$ cat config.mk
export PLATFORM = sky130hd
export DESIGN_NAME = csn_session
export DESIGN_NICKNAME = d
export VERILOG_FILES = /design/src/hdl/csn_pkg.sv /design/src/hdl/csn_sync.sv /design/src/hdl/csn_flag.sv /design/src/hdl/csn_session.sv
export SDC_FILE = /design/constraint.sdc
export NUM_CORES = 1
export LEC_CHECK = 0
export BUFFER_PORTS_ARGS = -buffer_cell sky130_fd_sc_hd__buf_2
export CAP_MARGIN = 20
export CORE_UTILIZATION = 45
export CTS_CLUSTER_DIAMETER = 200
export DETAILED_ROUTE_END_ITERATION = 6
export GPL_TIMING_DRIVEN = 0
export PLACE_DENSITY = 0.82
export RECOVER_POWER = 25
export SLEW_MARGIN = 15
export SYNTH_ARGS = -nofsm -noshare
export SYNTH_HDL_FRONTEND = slang
export SYNTH_HIERARCHICAL = 1
export SYNTH_SLANG_ARGS = --single-unit
$ cat constraint.sdc
create_clock -name pclk -period 2.1 [get_ports pclk]
set_input_delay 0.315 -clock pclk [delete_from_list [all_inputs] [get_ports pclk]]
set_output_delay 0.315 -clock pclk [all_outputs]
set_load 0.02 [all_outputs]
$ cat src/hdl/csn_pkg.sv
package csn_pkg;

  // ---------------------------------------------------------------
  // register map (byte addresses on the apb bus)
  // ---------------------------------------------------------------
  localparam logic [7:0] CSN_OFF_CTRL = 8'h00;
  localparam logic [7:0] CSN_OFF_TA1  = 8'h04;
  localparam logic [7:0] CSN_OFF_GTB  = 8'h08;
  localparam logic [7:0] CSN_OFF_SEC  = 8'h0c;
  localparam logic [7:0] CSN_OFF_STAT = 8'h10;
  localparam logic [7:0] CSN_OFF_EVT  = 8'h14;
  localparam logic [7:0] CSN_OFF_CNT  = 8'h18;

  // ---------------------------------------------------------------
  // control field positions
  // ---------------------------------------------------------------
  localparam int CSN_CTRL_GLOB_EN  = 0;
  localparam int CSN_CTRL_CLASS_A  = 1;
  localparam int CSN_CTRL_CSTOP    = 2;
  localparam int CSN_CTRL_WARM_SPC = 3;
  localparam int CSN_CTRL_T0       = 4;
  localparam int CSN_CTRL_T1       = 5;

  // ---------------------------------------------------------------
  // first global byte after the t=15 indication (bit n is b(n+1))
  // ---------------------------------------------------------------
  localparam int CSN_GB_ANY   = 7;
  localparam int CSN_GB_USB   = 6;
  localparam int CSN_GB_CLF   = 5;
  localparam int CSN_GB_LOWZ  = 4;
  localparam int CSN_GB_SCHAN = 3;
  localparam int CSN_GB_P2P   = 2;
  localparam int CSN_GB_EMGT  = 1;
  localparam logic [7:0] CSN_GB_KNOWN = 8'hfe;

  // ---------------------------------------------------------------
  // event flag positions
  // ---------------------------------------------------------------
  localparam int CSN_EV_COLD = 0;
  localparam int CSN_EV_WARM = 1;
  localparam int CSN_EV_PPOK = 2;
  localparam int CSN_EV_PBAD = 3;
  localparam int CSN_EV_NUM  = 4;

  // ---------------------------------------------------------------
  // reset values
  // ---------------------------------------------------------------
  localparam logic [7:0] CSN_CTRL_RST   = 8'h10;
  localparam logic [7:0] CSN_FIDI_DEF   = 8'h11;
  localparam logic [7:0] CSN_TA1_RST    = 8'h11;
  localparam logic [7:0] CSN_GTB_RST    = 8'h00;
  localparam logic [7:0] CSN_SEC_RST    = 8'h00;
  localparam logic [3:0] CSN_PROTO_T0   = 4'h0;
  localparam logic [3:0] CSN_PROTO_T1   = 4'h1;

  typedef enum logic [1:0] {
    CSN_ST_OFF,
    CSN_ST_HOLD,
    CSN_ST_NEG,
    CSN_ST_RUN
  } csn_state_type;

endpackage

$ cat src/hdl/csn_sync.sv
`timescale 1ns/1ps
module csn_sync (
  input  wire logic pclk,
  input  wire logic presetn,
  input  wire logic ce,
  input  wire logic async_in,
  output logic      sync_out
);
  logic meta_q;
  logic meta_d;
  logic sync_d;

  always_comb begin
    meta_d = ce ? async_in : meta_q;
    sync_d = ce ? meta_q : sync_out;
  end

  always_ff @(posedge pclk or negedge presetn) begin
    if (!presetn) begin
      meta_q   <= 1'b0;
      sync_out <= 1'b0;
    end else begin
      meta_q   <= meta_d;
      sync_out <= sync_d;
    end
  end
endmodule

$ cat src/hdl/csn_flag.sv
`timescale 1ns/1ps
module csn_flag (
  input  wire logic pclk,
  input  wire logic presetn,
  input  wire logic ce,
  input  wire logic set,
  input  wire logic clr,
  output logic      flag_q
);
  logic flag_d;

  // set wins over a clear in the same cycle so no event is lost
  always_comb begin
    flag_d = flag_q;
    if (ce && clr) begin
      flag_d = 1'b0;
    end
    if (ce && set) begin
      flag_d = 1'b1;
    end
  end

  always_ff @(posedge pclk or negedge presetn) begin
    if (!presetn) begin
      flag_q <= 1'b0;
    end else begin
      flag_q <= flag_d;
    end
  end
endmodule

$ cat src/hdl/csn_session.sv
// Functional notes
// - zero global byte means no features; b5 low-impedance
// - b8 and b7 advertise inter-chip usb
// - b8 and b6 advertise contactless frontend link
// - b4 secure channel; b4+b3 secured units required
// - b8 and b2 advertise embedded management
// - global byte only reachable via t=15 indication
// - non-default parameters only after successful exchange
// - cold reset: negotiable mode, security cleared
// - warm reset: specific mode keeps protocol, rates
// - identical answer-to-reset after warm resets in session
// - warm reset also clears security status
// - beyond class a, clock stop must be allowed
// - card repeats characters on parity error in t=0
// - card supports at least one of t=0, t=1
`timescale 1ns/1ps
module csn_session (
  input  wire logic        pclk,
  input  wire logic        presetn,
  input  wire logic        ce,
  input  wire logic        psel,
  input  wire logic        penable,
  input  wire logic        pwrite,
  input  wire logic [7:0]  paddr,
  input  wire logic [31:0] pwdata,
  output logic      [31:0] prdata,
  output logic             pready,
  output logic             pslverr,
  input  wire logic        contact_on_pin,
  input  wire logic        card_rst_n_pin,
  input  wire logic        pps_valid,
  input  wire logic [3:0]  pps_proto,
  input  wire logic        pps1_present,
  input  wire logic [7:0]  pps1,
  input  wire logic        pps2_present,
  input  wire logic [7:0]  pps2,
  output logic             atr_start,
  output logic      [7:0]  atr_ta1,
  output logic      [7:0]  atr_glob_tb,
  output logic             atr_glob_present,
  output logic             atr_clkstop_ok,
  output logic      [1:0]  atr_protos,
  output logic             pps_done,
  output logic             pps_accept,
  output logic      [7:0]  cur_fidi,
  output logic      [3:0]  cur_proto,
  output logic             nondefault_ok,
  output logic             char_repeat_en,
  output logic      [7:0]  sec_status,
  output logic             mode_specific
);

  // ---------------------------------------------------------------
  // pin synchronisers
  // ---------------------------------------------------------------
  logic vcc_s;
  logic rstn_s;
  logic vcc_prev_q;
  logic rstn_prev_q;

  csn_sync u_sync_vcc (
    .pclk     (pclk),
    .presetn  (presetn),
    .ce       (ce),
    .async_in (contact_on_pin),
    .sync_out (vcc_s)
  );

  csn_sync u_sync_rst (
    .pclk     (pclk),
    .presetn  (presetn),
    .ce       (ce),
    .async_in (card_rst_n_pin),
    .sync_out (rstn_s)
  );

  always_ff @(posedge pclk or negedge presetn) begin
    if (!presetn) begin
      vcc_prev_q  <= 1'b0;
      rstn_prev_q <= 1'b0;
    end else if (ce) begin
      vcc_prev_q  <= vcc_s;
      rstn_prev_q <= rstn_s;
    end
  end

  logic vcc_rise;
  logic rst_release;
  logic cold_pend_q;
  logic is_cold;
  logic is_warm;

  assign vcc_rise    = vcc_s & ~vcc_prev_q;
  assign rst_release = vcc_s & rstn_s & ~rstn_prev_q;
  assign is_cold     = ce & rst_release & cold_pend_q;
  assign is_warm     = ce & rst_release & ~cold_pend_q;

  // ---------------------------------------------------------------
  // apb slave
  // ---------------------------------------------------------------
  logic [7:0]  ctrl_q;
  logic [7:0]  ctrl_d;
  logic [7:0]  ta1_q;
  logic [7:0]  ta1_d;
  logic [7:0]  gtb_q;
  logic [7:0]  gtb_d;
  logic [7:0]  cold_cnt_q;
  logic [7:0]  cold_cnt_d;
  logic [7:0]  warm_cnt_q;
  logic [7:0]  warm_cnt_d;
  logic [31:0] prdata_d;
  logic        pready_d;
  logic        pslverr_d;
  logic        wr_en;
  logic        mapped;
  logic        ro_reg;
  logic [csn_pkg::CSN_EV_NUM-1:0] evt_q;
  logic [csn_pkg::CSN_EV_NUM-1:0] evt_set;
  logic [csn_pkg::CSN_EV_NUM-1:0] evt_clr;
  logic [7:0]  stat_w;
  logic [5:0]  feat_w;

  // the access phase lasts two cycles; writes land at the pready edge
  assign wr_en  = ce & psel & penable & pready & pwrite & ~pslverr;
  assign mapped = (paddr == csn_pkg::CSN_OFF_CTRL) || (paddr == csn_pkg::CSN_OFF_TA1)
               || (paddr == csn_pkg::CSN_OFF_GTB)  || (paddr == csn_pkg::CSN_OFF_SEC)
               || (paddr == csn_pkg::CSN_OFF_STAT) || (paddr == csn_pkg::CSN_OFF_EVT)
               || (paddr == csn_pkg::CSN_OFF_CNT);
  assign ro_reg = (paddr == csn_pkg::CSN_OFF_STAT) || (paddr == csn_pkg::CSN_OFF_CNT);

  always_comb begin
    pready_d  = 1'b0;
    pslverr_d = 1'b0;
    prdata_d  = prdata;
    if (psel && penable && !pready) begin
      pready_d  = 1'b1;
      pslverr_d = !mapped || (pwrite && ro_reg);
      prdata_d  = 32'h0000_0000;
      case (paddr)
        csn_pkg::CSN_OFF_CTRL: prdata_d[7:0] = ctrl_q;
        csn_pkg::CSN_OFF_TA1:  prdata_d[7:0] = ta1_q;
        csn_pkg::CSN_OFF_GTB:  prdata_d[7:0] = gtb_q;
        csn_pkg::CSN_OFF_SEC:  prdata_d[7:0] = sec_status;
        csn_pkg::CSN_OFF_STAT: prdata_d[23:0] = {feat_w, cur_proto[1:0], cur_fidi, stat_w};
        csn_pkg::CSN_OFF_EVT:  prdata_d[csn_pkg::CSN_EV_NUM-1:0] = evt_q;
        csn_pkg::CSN_OFF_CNT:  prdata_d[15:0] = {warm_cnt_q, cold_cnt_q};
        default:               prdata_d = 32'h0000_0000;
      endcase
    end
  end

  always_comb begin
    ctrl_d     = ctrl_q;
    ta1_d      = ta1_q;
    gtb_d      = gtb_q;
    cold_cnt_d = cold_cnt_q;
    warm_cnt_d = warm_cnt_q;
    if (wr_en && paddr == csn_pkg::CSN_OFF_CTRL) begin
      ctrl_d = pwdata[7:0];
    end
    if (wr_en && paddr == csn_pkg::CSN_OFF_TA1) begin
      ta1_d = pwdata[7:0];
    end
    if (wr_en && paddr == csn_pkg::CSN_OFF_GTB) begin
      gtb_d = pwdata[7:0];
    end
    if (is_cold) begin
      cold_cnt_d = cold_cnt_q + 8'h01;
      warm_cnt_d = 8'h00;
    end
    if (is_warm) begin
      warm_cnt_d = warm_cnt_q + 8'h01;
    end
  end

  always_ff @(posedge pclk or negedge presetn) begin
    if (!presetn) begin
      ctrl_q     <= csn_pkg::CSN_CTRL_RST;
      ta1_q      <= csn_pkg::CSN_TA1_RST;
      gtb_q      <= csn_pkg::CSN_GTB_RST;
      cold_cnt_q <= 8'h00;
      warm_cnt_q <= 8'h00;
      prdata     <= 32'h0000_0000;
      pready     <= 1'b0;
      pslverr    <= 1'b0;
    end else if (ce) begin
      ctrl_q     <= ctrl_d;
      ta1_q      <= ta1_d;
      gtb_q      <= gtb_d;
      cold_cnt_q <= cold_cnt_d;
      warm_cnt_q <= warm_cnt_d;
      prdata     <= prdata_d;
      pready     <= pready_d;
      pslverr    <= pslverr_d;
    end
  end

  // ---------------------------------------------------------------
  // event flags, write one to clear
  // ---------------------------------------------------------------
  genvar gi;
  generate
    for (gi = 0; gi < csn_pkg::CSN_EV_NUM; gi++) begin : g_evt
      assign evt_clr[gi] = wr_en && (paddr == csn_pkg::CSN_OFF_EVT) && pwdata[gi];
      csn_flag u_flag (
        .pclk    (pclk),
        .presetn (presetn),
        .ce      (ce),
        .set     (evt_set[gi]),
        .clr     (evt_clr[gi]),
        .flag_q  (evt_q[gi])
      );
    end
  endgenerate

  // ---------------------------------------------------------------
  // answer-to-reset content, frozen at cold reset for the session
  // ---------------------------------------------------------------
  logic [7:0] snap_ctrl_q;
  logic [7:0] snap_ta1_q;
  logic [7:0] snap_tb_q;
  logic [7:0] tb_clean;
  logic [1:0] protos_w;

  // reserved bits and a byte without b8 are never advertised
  always_comb begin
    tb_clean = gtb_q[csn_pkg::CSN_GB_ANY] ? (gtb_q & csn_pkg::CSN_GB_KNOWN) : 8'h00;
  end

  // software may rewrite the registers mid-session; warm resets still
  // replay the snapshot so the answer never changes
  always_ff @(posedge pclk or negedge presetn) begin
    if (!presetn) begin
      snap_ctrl_q <= csn_pkg::CSN_CTRL_RST;
      snap_ta1_q  <= csn_pkg::CSN_TA1_RST;
      snap_tb_q   <= csn_pkg::CSN_GTB_RST;
    end else if (is_cold) begin
      snap_ctrl_q <= ctrl_q;
      snap_ta1_q  <= ta1_q;
      snap_tb_q   <= ctrl_q[csn_pkg::CSN_CTRL_GLOB_EN] ? tb_clean : 8'h00;
    end
  end

  // no protocol enabled falls back to t=0
  assign protos_w = (snap_ctrl_q[csn_pkg::CSN_CTRL_T0] | snap_ctrl_q[csn_pkg::CSN_CTRL_T1])
                  ? {snap_ctrl_q[csn_pkg::CSN_CTRL_T1], snap_ctrl_q[csn_pkg::CSN_CTRL_T0]}
                  : 2'b01;

  always_comb begin
    feat_w = 6'b00_0000;
    if (snap_tb_q[csn_pkg::CSN_GB_ANY]) begin
      feat_w[0] = snap_tb_q[csn_pkg::CSN_GB_LOWZ];
      feat_w[1] = snap_tb_q[csn_pkg::CSN_GB_USB];
      feat_w[2] = snap_tb_q[csn_pkg::CSN_GB_CLF];
      feat_w[3] = snap_tb_q[csn_pkg::CSN_GB_SCHAN];
      feat_w[4] = snap_tb_q[csn_pkg::CSN_GB_SCHAN] & snap_tb_q[csn_pkg::CSN_GB_P2P];
      feat_w[5] = snap_tb_q[csn_pkg::CSN_GB_EMGT];
    end
  end

  // ---------------------------------------------------------------
  // session state and parameter exchange
  // ---------------------------------------------------------------
  csn_pkg::csn_state_type state_q;
  csn_pkg::csn_state_type state_d;
  logic [7:0] fidi_d;
  logic [3:0] proto_d;
  logic [7:0] sec_d;
  logic       spec_d;
  logic       ndef_d;
  logic       cold_pend_d;
  logic       atr_d;
  logic       done_d;
  logic       acc_d;
  logic       proto_ok;
  logic       f1_ok;
  logic       f2_ok;
  logic       pps_ok;
  logic       pps_take;

  assign proto_ok = (pps_proto == csn_pkg::CSN_PROTO_T0 && protos_w[0])
                 || (pps_proto == csn_pkg::CSN_PROTO_T1 && protos_w[1]);
  assign f1_ok    = !pps1_present || pps1 == snap_ta1_q || pps1 == csn_pkg::CSN_FIDI_DEF;
  assign f2_ok    = !pps2_present || (snap_tb_q[csn_pkg::CSN_GB_ANY]
                 && ((pps2 & ~snap_tb_q) == 8'h00));
  assign pps_ok   = proto_ok & f1_ok & f2_ok;
  assign pps_take = ce & pps_valid & (state_q == csn_pkg::CSN_ST_NEG);
  assign evt_set  = {pps_take & ~pps_ok, pps_take & pps_ok, is_warm, is_cold};

  always_comb begin
    state_d     = state_q;
    fidi_d      = cur_fidi;
    proto_d     = cur_proto;
    sec_d       = sec_status;
    spec_d      = mode_specific;
    ndef_d      = nondefault_ok;
    cold_pend_d = cold_pend_q;
    atr_d       = 1'b0;
    done_d      = 1'b0;
    acc_d       = 1'b0;
    if (wr_en && paddr == csn_pkg::CSN_OFF_SEC) begin
      sec_d = pwdata[7:0];
    end
    case (state_q)
      csn_pkg::CSN_ST_OFF: begin
        if (vcc_rise) begin
          cold_pend_d = 1'b1;
          state_d     = csn_pkg::CSN_ST_HOLD;
        end
      end
      csn_pkg::CSN_ST_HOLD: begin
        if (rst_release) begin
          atr_d       = 1'b1;
          cold_pend_d = 1'b0;
          sec_d       = 8'h00;
          state_d     = csn_pkg::CSN_ST_NEG;
          if (!cold_pend_q && snap_ctrl_q[csn_pkg::CSN_CTRL_WARM_SPC]) begin
            spec_d  = 1'b1;
            state_d = csn_pkg::CSN_ST_RUN;
          end else begin
            spec_d  = 1'b0;
            ndef_d  = 1'b0;
            fidi_d  = csn_pkg::CSN_FIDI_DEF;
            proto_d = protos_w[0] ? csn_pkg::CSN_PROTO_T0 : csn_pkg::CSN_PROTO_T1;
          end
        end
      end
      csn_pkg::CSN_ST_NEG: begin
        if (pps_valid) begin
          done_d = 1'b1;
          if (pps_ok) begin
            acc_d   = 1'b1;
            ndef_d  = 1'b1;
            fidi_d  = pps1_present ? pps1 : csn_pkg::CSN_FIDI_DEF;
            proto_d = pps_proto;
            state_d = csn_pkg::CSN_ST_RUN;
          end
        end
      end
      csn_pkg::CSN_ST_RUN: begin
      end
      default: state_d = csn_pkg::CSN_ST_OFF;
    endcase
    // a reset pulse overrides every state except off; loss of contacts overrides every state
    if (state_q != csn_pkg::CSN_ST_OFF && !rstn_s) begin
      state_d = csn_pkg::CSN_ST_HOLD;
    end
    if (!vcc_s) begin
      state_d     = csn_pkg::CSN_ST_OFF;
      cold_pend_d = 1'b0;
    end
  end

  always_ff @(posedge pclk or negedge presetn) begin
    if (!presetn) begin
      state_q          <= csn_pkg::CSN_ST_OFF;
      cur_fidi         <= csn_pkg::CSN_FIDI_DEF;
      cur_proto        <= csn_pkg::CSN_PROTO_T0;
      sec_status       <= csn_pkg::CSN_SEC_RST;
      mode_specific    <= 1'b0;
      nondefault_ok    <= 1'b0;
      cold_pend_q      <= 1'b0;
      atr_start        <= 1'b0;
      pps_done         <= 1'b0;
      pps_accept       <= 1'b0;
      atr_ta1          <= csn_pkg::CSN_TA1_RST;
      atr_glob_tb      <= csn_pkg::CSN_GTB_RST;
      atr_glob_present <= 1'b0;
      atr_clkstop_ok   <= 1'b0;
      atr_protos       <= 2'b01;
      char_repeat_en   <= 1'b0;
    end else if (ce) begin
      state_q          <= state_d;
      cur_fidi         <= fidi_d;
      cur_proto        <= proto_d;
      sec_status       <= sec_d;
      mode_specific    <= spec_d;
      nondefault_ok    <= ndef_d;
      cold_pend_q      <= cold_pend_d;
      atr_start        <= atr_d;
      pps_done         <= done_d;
      pps_accept       <= acc_d;
      atr_ta1          <= snap_ta1_q;
      atr_glob_tb      <= snap_tb_q;
      atr_glob_present <= snap_ctrl_q[csn_pkg::CSN_CTRL_GLOB_EN];
      atr_clkstop_ok   <= snap_ctrl_q[csn_pkg::CSN_CTRL_CSTOP]
                        | ~snap_ctrl_q[csn_pkg::CSN_CTRL_CLASS_A];
      atr_protos       <= protos_w;
      char_repeat_en   <= (proto_d == csn_pkg::CSN_PROTO_T0);
    end
  end

  assign stat_w = {3'b000, cold_pend_q, nondefault_ok, mode_specific, state_q};

  // ---------------------------------------------------------------
  // checks
  // ---------------------------------------------------------------
  chk_cold_negot: assert property (@(posedge pclk) disable iff (!presetn)
    is_cold && state_q == csn_pkg::CSN_ST_HOLD |=> !mode_specific && sec_status == 8'h00
      && cur_fidi == csn_pkg::CSN_FIDI_DEF)
    else $error("cold reset left specific mode or security set");
  chk_warm_secure: assert property (@(posedge pclk) disable iff (!presetn)
    is_warm && state_q == csn_pkg::CSN_ST_HOLD && vcc_s |=> sec_status == 8'h00)
    else $error("warm reset kept security status");
  chk_warm_keep: assert property (@(posedge pclk) disable iff (!presetn)
    is_warm && state_q == csn_pkg::CSN_ST_HOLD && snap_ctrl_q[csn_pkg::CSN_CTRL_WARM_SPC]
      |=> mode_specific && $stable(cur_fidi) && $stable(cur_proto))
    else $error("specific mode lost rate or protocol");
  chk_atr_same: assert property (@(posedge pclk) disable iff (!presetn)
    is_warm |=> $stable(snap_tb_q) && $stable(snap_ta1_q) && $stable(snap_ctrl_q))
    else $error("answer content changed on warm reset");
  chk_clkstop_cls: assert property (@(posedge pclk) disable iff (!presetn)
    ce && !snap_ctrl_q[csn_pkg::CSN_CTRL_CLASS_A] |=> atr_clkstop_ok)
    else $error("clock stop barred beyond class a");
  chk_pps2_gate: assert property (@(posedge pclk) disable iff (!presetn)
    pps_take && pps2_present && !snap_tb_q[csn_pkg::CSN_GB_ANY] |=> pps_done && !pps_accept)
    else $error("second parameter byte taken without global byte");
  chk_nondef_gate: assert property (@(posedge pclk) disable iff (!presetn)
    cur_fidi != csn_pkg::CSN_FIDI_DEF |-> nondefault_ok)
    else $error("non-default rate without exchange");
  chk_glob_zero: assert property (@(posedge pclk) disable iff (!presetn)
    !snap_tb_q[csn_pkg::CSN_GB_ANY] |-> feat_w == 6'b00_0000 && snap_tb_q == 8'h00)
    else $error("features without b8");
  chk_rep_t0: assert property (@(posedge pclk) disable iff (!presetn)
    ce && state_q == csn_pkg::CSN_ST_RUN && cur_proto == csn_pkg::CSN_PROTO_T0
      ##1 ce |-> char_repeat_en)
    else $error("t0 without character repetition");

endmodule

# == Yosys cells after proc, flatten, opt, wreduce, memory -nomap -nowiden ==
# Index checks and enable logic that the tools add are counted.
# op_classes
n_addsub,2
eq_ne,23
muxes,60
bitwise_logic,28
n_reduce_logical,65
# op_table
operator,count
two-way mux 8 bit,13
== test 8 x 5 -> 1 bit (second input constant),4
one-hot mux 8 bit (2 select lines),2
one-hot mux 4 bit (7 select lines),1
two-way mux 1 bit,27
logical AND 1 bit,25
one-hot mux 4 bit (6 select lines),1
AND 1 bit,18
adder 8 x 1 -> 8 bit (second input constant),2
== test 8 x 4 -> 1 bit (second input constant),2
logical NOT 8 bit,2
two-way mux 4 bit,4
!= test 4 bit (second input constant),4
two-way mux 2 bit,7
nonzero test 2 bit,7
logical OR 1 bit,12
AND reduction 2 bit,6
AND reduction 6 bit,2
!= test 3 bit (second input constant),3
AND 8 bit,1
== test 8 x 3 -> 1 bit (second input constant),1
== test 8 bit,1
logical NOT 4 bit,2
!= test 2 bit (second input constant),4
other kinds (15),27
# word_totals
register_bits,147
input_bits,71
output_inout_bits,80
word_cells,215

# == Longest topological paths before layout ==
# Gate-level depths: netlist of the first run.
# logic_depth
word_depth,11
mapped_depth,8
mapped_depth_nobuf,8

# == Cells and area by module ==
# The synthesis of the first run kept the hierarchy.
# by_module_without_submodules
mod,instances,cells_per_inst,area_per_inst_um2,seq_area_each_um2
csn_session,1,590,6432.4,3442.1
csn_flag,4,3,37.5,25.0
csn_sync,2,4,72.6,50.0

# == Least setup slack after synthesis of the first run ==
# No wires, ideal clock.
# synth_path
path_kind,input to register
start,input port pps1[5]
end,register cur_fidi[1]
setup_ps,125
arrival_ps,1955
required_ps,1975
setup_slack_ps,20
cell_stages,6
n_path_buf,0
cell_sequence,or4b_1 -> o21ai_1 -> a21oi_2 -> o31ai_4 -> nand2_4 -> mux2_4
# synth_via
elab_chain_len,7
elab_cells_between_ends,8
cone_classes,3 x eq/ne; 2 x bitwise; 3 x reduce/logical
# synth_rtl
element,line,text
"start, declared",csn_session.sv:34,"input wire logic [7:0] pps1,"
== test 8 bit,csn_session.sv:283,assign f1_ok = !pps1_present || pps1 == snap_ta1_q || pps1 == csn_pkg::CSN_FIDI_DEF;
logical OR 1 bit,csn_session.sv:283,
logical OR 1 bit *,csn_session.sv:283,
AND 1 bit * (2 in series),csn_session.sv:286,assign pps_ok = proto_ok & f1_ok & f2_ok;
!= test 2 bit (no source line) *,--,
AND reduction 6 bit (no source line) *,--,
"end signal, assigned",csn_session.sv:357,cur_fidi <= csn_pkg::CSN_FIDI_DEF;
"end signal, assigned",csn_session.sv:374,cur_fidi <= fidi_d;
"end, declared",csn_session.sv:45,"output logic [7:0] cur_fidi,"
# Mark *: on every way between the ends. The rest lies on a longest branch, timed or not.
# A chain may end at the register's enable or synchronous reset.

# == Final worst setup path of the first run ==
# layout_path
start,register snap_ta1_q[1]
end,register cur_fidi[6]
# layout_via
elab_chain_len,7
# layout_rtl
element,line,text
"start, declared",csn_session.sv:220,logic [7:0] snap_ta1_q;
"start signal, assigned",csn_session.sv:235,snap_ta1_q <= csn_pkg::CSN_TA1_RST;
"start signal, assigned",csn_session.sv:239,snap_ta1_q <= ta1_q;
== test 8 bit,csn_session.sv:283,
logical OR 1 bit (2 in series),csn_session.sv:283,
AND 1 bit (2 in series),csn_session.sv:286,
!= test 2 bit (no source line),--,
AND reduction 6 bit (no source line),--,
# Every way passes these cells.

==> metrics.md, run 1 <==
| Metric | Value |
|---|---|
| Worst Path Required | `2.41 ns` |
| Met1 usage | `32.6%` |
| Die width | `124 um` |
| Kind of critical path | `register to register` |
| Ant diodes | `0` |
| DRT iter0 DRCs | `554` |
| WL final | `17800 um` |
| Yosys top cell by area | `dfrtp_1` |
| R2R cell count | `6` |
| Nets@finish | `834` |
| GRT met3 Usage | `5.63%` |
| Fin crit share | `97.5%` |
| CTS tree | `done` |
| Slew HR | `9.83%` |
| Reg2reg start | `snap_ta1_q[1]` |
| Grt total ovfl | `0` |
| Syn-to-layout area delta | `24.1%` |
| Via count | `5368` |
| Internal power | `5.50 mW` |
| Clock network power share | `41.2%` |
| Hold Path Class | `input pin to register` |
| EDFF count, synth | `0` |
| Post-place setup slack | `-0.687 ns` |
| Post-DR wirelength/cell | `18.6 um` |
| CTS clock-pin slew for the worst setup and hold paths | `0.06 ns` |
| Setup slack, reg-to-reg | `0.05 ns` |
| Max_cap viols | `0` |
| H-tree levels | `4` |
| I/O pin total | `151` |
| Yosys top cell area share | `49.8%` |
| LEAKAGE | `4.24 nW` |
| Yosys reg bits | `145` |
| Peak supply drop | `0.000646 V` |
| Port Buffers | `113` |
| GPL Wtd Cong | `0.867` |
| Clk sinks | `145` |
| Max Fclk | `488 MHz` |
| Worst EP arrival | `2.36 ns` |
| Max FO, Critical Path | `9` |
| # DRC | `0` |
| Met2 usage | `35.9%` |
| Net Sw Power | `2.22 mW` |
| Slew @ Worst Pin | `1.35 ns` |
| Worst setup endpoint | `cur_fidi[6]` |
| Combinational share of power | `17.2%` |
| Die Span Y | `124 um` |
| Skew final | `0.00797 ns` |
| Vias per cell | `5.63` |
| Core outline area | `0.0145 sq mm` |
| Distinct cell type count after synthesis | `57` |
| Clk Tree Root Cell | `clkbuf_16` |
| Row count | `44` |
| Initial antenna violation count | `0` |
| Vias in the first global route | `5120` |
| Critical Path Sink Type | `register` |
| Pre-antenna DRT Iters | `5` |
| Avg Cell Area, Syn | `11.0 sq um` |
| DIE AREA | `0.0154 sq mm` |
| Sequential share of power | `41.6%` |
| Most Crowded Layer GR | `met2` |
| Largest net degree at the start of global routing | `94` |
| Max-slew violations | `0` |
| Primary FF master, synth | `dfrtp_1` |
| Min cycle time layout | `2.05 ns` |
| Ys Warns | `6` |
| Sequential element share of the synthesized area | `54.1%` |
| Layout cells sized above 1 | `33.5%` |
| Final Core Density | `57.5%` |
| Max clock buf depth | `2` |
| Post-Syn Area | `0.00673 sq mm` |
| Sw Share | `28.7%` |
| Crit path from | `snap_ta1_q[1]` |
| Synth async-reset ratio | `100%` |
| CTS Buf Count | `17` |
| Mapped Cells | `610` |
| Hpwl dp | `12600 um` |
| Hold Fails Final Rpt | `0` |
| R2r endpoint | `cur_fidi[6]` |
| First-pass GRT wire length | `28200 um` |
| Cell area power density | `923 mW/mm^2` |
| Status | `complete, no violations` |
| Leading post-synthesis cells by cell area | `dfrtp_1 50%, mux2_2 8.9%, nand2_1 5.5%` |
| Final WS setup | `0.0518 ns` |
| GRT Overall Usage | `23.5%` |
| Post-route ant nets | `0` |
| Latest clock arrival within the worst-skew pair | `0.43 ns` |
| Worst Setup Start Kind | `register` |
| Final setup vio count | `0` |
| Initial Utilization | `46.3%` |
## cells by family (layout without fill, tap and decap cells)
logic type      after synthesis  after routing  share of synthesized area, %
mux                          76             76                          13.3
compound gates              116            116                          11.8
other cells                   1              9                        0.0557
simple gates                196            196                          13.9
buf+inv                      53            205                          3.50
flops                       145            145                          54.1
xor+xnor                     17             17                          2.21
fa+ha+maj                     6              6                          1.12
## area by class of cell
class                           instances  area (sq um)
Fill cell                            1225          6180
Sequential cell                       145          3640
Multi-Input combinational cell        420          2970
Timing Repair Buffer                  120           638
Clock buffer                           21           470
Tap cell                              184           230
Buffer                                 37           186
Clock inverter                         11           151
Inverter                               16          60.1
## what timing repair did
| action | CTS | global route |
|---|---|---|
| hold buffers | 1 | 0 |
| buffers inserted | 2 | 3 |
| gates resized for setup | 8 | 24 |
| endpoints found under the hold margin | 50 | 0 |
| pin swaps | 1 | 4 |
| endpoints found under the setup margin | 61 | 72 |
## state kept, by name, summed over array words and instances, names as in the netlist, 2 cells and up
name / count
snap_ta1_q: 8
snap_tb_q: 7
warm_cnt_q: 8
cur_fidi: 8
atr_glob_tb: 7
cold_cnt_q: 8
prdata: 24
sec_status: 8
atr_protos: 2
state_q: 2
gtb_q: 8
ta1_q: 8
cur_proto: 4
ctrl_q: 8
g_evt.u_flag/flag_q: 4
snap_ctrl_q: 6
atr_ta1: 8
## cell usage in the layout (no fill, tap or decap), drive strengths merged, types with 8 or more instances in the layout
cell type	netlist	layout
nand2	99	99
a21oi	9	9
mux2	59	59
dfrtp	134	134
o21ai	47	47
nor2	21	21
mux2i	14	14
conb	1	9
a22oi	8	8
a22o	22	22
dfstp	11	11
inv	16	18
nand3	16	16
clkbuf	23	48
buf	14	129
and3	10	10
xor2	12	12
## power by group through the flow
stage	Sequential, mW	Clock, mW	Combinational, mW
after CTS	3.20	3.19	1.26
after global routing	3.23	3.34	1.45
after global placement	3.24	0	1.16
final	3.21	3.18	1.33
after detailed placement	3.25	0	1.21
after floorplan	3.26	0	0.753
## layer usage
layer  routed length [um]  vias up  part of all wire, %
met2                 8240      244                   46
met4                  428        0                  2.4
met3                 1170       41                  6.6
li1                     -     2454                    -
met5                    0        -                    0
met1                 7920     2629                   45
## worst max-delay path, stage by stage, from the launching register on
cell and delay [ns]:
dfrtp_1 0.47, xor2_1 0.21, nor4_2 0.30, a21oi_2 0.16, o31ai_4 0.31, nand2_4 0.16, mux2_4 0.32
## worst min path at each step
stage | from | endpoint | slack [ns] | depth (start not counted)
2_1_floorplan | presetn | atr_clkstop_ok | 0.02 | 0
3_3_place_gp | prdata[16] | prdata[16] | 0.45 | 2
3_5_place_dp | presetn | prdata[6] | 0.25 | 1
4_1_cts | contact_on_pin | u_sync_vcc/meta_q | 0.13 | 2
5_1_grt | card_rst_n_pin | u_sync_rst/meta_q | 0.12 | 2
6_report | contact_on_pin | u_sync_vcc/meta_q | 0.13 | 2
## per-stage QoR
step           area, sq um  TNS, ns  power, mW  cells  hold slack, ns
5_1_grt               8350  -0.0186       8.02    954           0.122
2_1_floorplan         6760        0       4.01    618          0.0194
3_5_place_dp          7590   -38.08       4.45    916           0.254
6_report              8350        0       7.71    954           0.126
3_3_place_gp          7550  -215.59       4.40    915           0.446
4_1_cts               8280        0       7.65    951           0.127
## Yosys cell counts, types with 11 or more instances
cell type / instances
clkbuf_1: 23
inv_1: 16
dfrtp_1: 134
xor2_1: 12
a22o_1: 22
nand2_1: 98
nor2_1: 21
nand3_1: 16
mux2i_1: 14
dfstp_2: 11
mux2_2: 53
o21ai_0: 45
Note: power is estimated with default switching activity, not from simulation.
==> run 2, diff against run 1 <==
--- a/config.mk
+++ b/config.mk
@@ -13,6 +13,7 @@
 export GPL_TIMING_DRIVEN = 0
 export PLACE_DENSITY = 0.82
 export RECOVER_POWER = 25
+export SETUP_SLACK_MARGIN = 0.3
 export SLEW_MARGIN = 15
 export SYNTH_ARGS = -nofsm -noshare
 export SYNTH_HDL_FRONTEND = slang
==> run 2 against run 1 <==
Net effect: final cell count rose by 1.9%; maximum frequency rose by 2.8%; critical path depth did not move; sequential share of layout area fell by 1.2 points; global-route usage rose by 1.0 points; critical path type unchanged; first-iteration DRC count fell by 23%.
==> metrics.md, run 2 (same netlist as run 1, synthesis figures left out) <==
| Metric | Value |
|---|---|
| Critical-path cell list | `nand2b_4 -> o211a_1 -> nand2_1 -> o31ai_4 -> nand2_4 -> mux2_4 (was xor2_1 -> nor4_2 -> a21oi_2 -> o31ai_4 -> nand2_4 -> mux2_4)` |
| Die Span Y | `124 um (unchanged)` |
| FILL cells | `1173 (was 1225)` |
| Final setup vio count | `0 (unchanged)` |
| Core outline area | `0.0145 sq mm (unchanged)` |
| Biggest register | `prdata (unchanged)` |
| # DRC | `0 (unchanged)` |
| CTS tree | `done (unchanged)` |
| Final WS setup | `0.107 ns (was 0.0518 ns)` |
| H-tree levels | `4 (unchanged)` |
| First-pass GRT wire length | `29400 um (was 28200 um)` |
| Worst path top cell family by delay | `compound AO/OA/AOI/OAI gates (was flip-flops)` |
| Hold Path Class | `input pin to register (unchanged)` |
| Max clock buf depth | `2 (unchanged)` |
| Net Sw Power | `2.37 mW (was 2.22 mW)` |
| Post-DR wirelength/cell | `19.0 um (was 18.6 um)` |
| Nets@finish | `852 (was 834)` |
| Setup TNS | `0 ns (unchanged)` |
| Worst hold path cell count | `2 (unchanged)` |
| Latest clock arrival within the worst-skew pair | `0.44 ns (was 0.43 ns)` |
| Combinational share of power | `18.7% (was 17.2%)` |
| Post-place setup slack | `-0.587 ns (was -0.687 ns)` |
| Slew @ Worst Pin | `1.20 ns (was 1.35 ns)` |
| Max_cap viols | `0 (unchanged)` |
| Max FFs per register | `24 (unchanged)` |
| Worst Hold Launch | `card_rst_n_pin (was contact_on_pin)` |
| R2r endpoint | `cur_fidi[2] (was cur_fidi[6])` |
| DRT iter0 DRCs | `424 (was 554)` |
| CTS clock-pin slew for the worst setup and hold paths | `0.06 ns (about the same)` |
| Clock network power share | `39.9% (was 41.2%)` |
| Post-route ant nets | `0 (unchanged)` |
| Multi-input combinational cell area | `0.00308 sq mm (was 0.00297 sq mm)` |
| Ant diodes | `0 (unchanged)` |
| Setup slack, reg-to-reg | `0.11 ns (was 0.05 ns)` |
| Initial Utilization | `46.3% (unchanged)` |
| Worst EP arrival | `2.31 ns (was 2.36 ns)` |
| Row count | `44 (unchanged)` |
| DIE AREA | `0.0154 sq mm (unchanged)` |
| Max incr delay on CP | `0.53 ns (was 0.47 ns)` |
| Clk Tree Root Cell | `clkbuf_16 (unchanged)` |
| Peak supply drop | `0.000588 V (was 0.000646 V)` |
| Pre-antenna DRT Iters | `5 (unchanged)` |
| Hold Fails Final Rpt | `0 (unchanged)` |
| Kind of critical path | `register to register (unchanged)` |
| Status | `complete, no violations (unchanged)` |
| Grt total ovfl | `0 (unchanged)` |
| Min cycle time layout | `1.99 ns (was 2.05 ns)` |
| Die width | `124 um (unchanged)` |
| Vias in the first global route | `5549 (was 5120)` |
| Storage element area | `0.00365 sq mm (was 0.00364 sq mm)` |
| LEAKAGE | `4.37 nW (was 4.24 nW)` |
| Worst Path Required | `2.42 ns (was 2.41 ns)` |
| Worst Setup Start Kind | `register (unchanged)` |
| Critical Path Sink Type | `register (unchanged)` |
| R2R cell count | `6 (unchanged)` |
| Max FO, Critical Path | `8 (was 9)` |
| Inst Count DP | `916 (unchanged)` |
| CTS Buf Count | `17 (unchanged)` |
| Cell area power density | `900 mW/mm^2 (was 923 mW/mm^2)` |
| Vias per cell | `5.66 (was 5.63)` |
| Via count | `5502 (was 5368)` |
| Layout cells sized above 1 | `39.1% (was 33.5%)` |
| Slew HR | `19.7% (was 9.83%)` |
| Port Buffers | `113 (unchanged)` |
| Hold Path Sink | `u_sync_rst/meta_q (was u_sync_vcc/meta_q)` |
| Hold WS | `0.114 ns (was 0.126 ns)` |
| Fin crit share | `94.9% (was 97.5%)` |
| Clk sinks | `145 (unchanged)` |
| I/O pin total | `151 (unchanged)` |
| Syn-to-layout area delta | `27.9% (was 24.1%)` |
| GRT Overall Usage | `24.5% (was 23.5%)` |
| GPL Wtd Cong | `0.942 (was 0.867)` |
| Reg2reg start | `snap_ctrl_q[4] (was snap_ta1_q[1])` |
| Crit path max-delay cell type | `dfstp_2 (was dfrtp_1)` |
| Commonest non-fill, non-tap cell in the layout | `dfrtp_1 (unchanged)` |
| Skew final | `0.00982 ns (was 0.00797 ns)` |
| Hpwl dp | `12700 um (was 12600 um)` |
| RSZ-0062 raised after global routing | `true` |
| Non-filler instance count after layout | `972 (was 954)` |
| Internal power | `5.38 mW (was 5.50 mW)` |
| Sw Share | `30.5% (was 28.7%)` |
| Max Fclk | `502 MHz (was 488 MHz)` |
| Buffers & Inverters on Critical Path | `0 (unchanged)` |
| Largest net degree at the start of global routing | `99 (was 94)` |
| Initial antenna violation count | `0 (unchanged)` |
| Most frequent cells in the layout | `131 x dfrtp_1, 114 x buf_2, 97 x nand2_1 (was 134 x dfrtp_1, 112 x buf_2, 97 x nand2_1)` |
| Max-slew violations | `0 (unchanged)` |
| Sequential share of power | `41.4% (was 41.6%)` |
| WL final | `18500 um (was 17800 um)` |
-- run 2: cell types whose count changed in the layout (fill, tap and decap cells not counted), sizes merged --
cell      change
buf          +21
clkbuf        -7
inv           +5
clkinv        -2
clkinvlp      +2
bufinv        -1
-- run 2: how the worst max path moves through the flow --
stage,from,end,slack [ns],depth (start not counted)
final,snap_ctrl_q[4],cur_fidi[2],0.11,6
after floorplan,pps1[5],cur_fidi[1],0.09,6
after global routing,snap_ta1_q[6],char_repeat_en,0.04,8
after global placement,presetn,prdata[5],-1.30,1
after CTS,snap_ta1_q[4],cur_fidi[2],0.1,6
after detailed placement,ce,ctrl_q[7],-0.59,7
-- run 2: power groups by stage --
stage / Sequential (mW) / Clock [mW] / Combinational (mW)
after CTS: 3.20 / 3.12 / 1.35
after detailed placement: 3.25 / 0 / 1.20
after floorplan: 3.26 / 0 / 0.756
final: 3.21 / 3.09 / 1.45
after global placement: 3.25 / 0 / 1.16
after global routing: 3.23 / 3.22 / 1.57
-- run 2: metrics by stage --
step / utilization, % / area (sq um) / power, mW
3_3_place_gp: 52.1 / 7580 / 4.40
3_5_place_dp: 52.4 / 7620 / 4.45
4_1_cts: 58.0 / 8430 / 7.67
5_1_grt: 59.2 / 8600 / 8.02
2_1_floorplan: - / 6780 / 4.01
6_report: 59.2 / 8600 / 7.75
-- run 2: repair_timing --
item	4_1_cts	5_1_grt
hold buffers	1	0
setup endpoints to repair	115	79
pin swaps	11	11
setup buffers	13	10
resized for setup	34	31
endpoints found under the hold margin	40	0
-- run 2: layout make-up --
type                            count  area share (%)
Sequential cell                   145            42.4
Multi-Input combinational cell    420            35.8
Timing Repair Buffer              138            9.09
Clock buffer                       17            4.94
Tap cell                          184            2.68
Buffer                             37            2.41
Clock inverter                     15            2.04
Inverter                           16           0.698
-- run 2: metal layers --
layer	global-route usage, %	up-vias	wire length [um]
li1	-	2486	-
met1	32.2	2695	7810
met2	38.1	273	8610
met3	7.73	48	1540
met4	9.07	0	539
met5	0	-	0
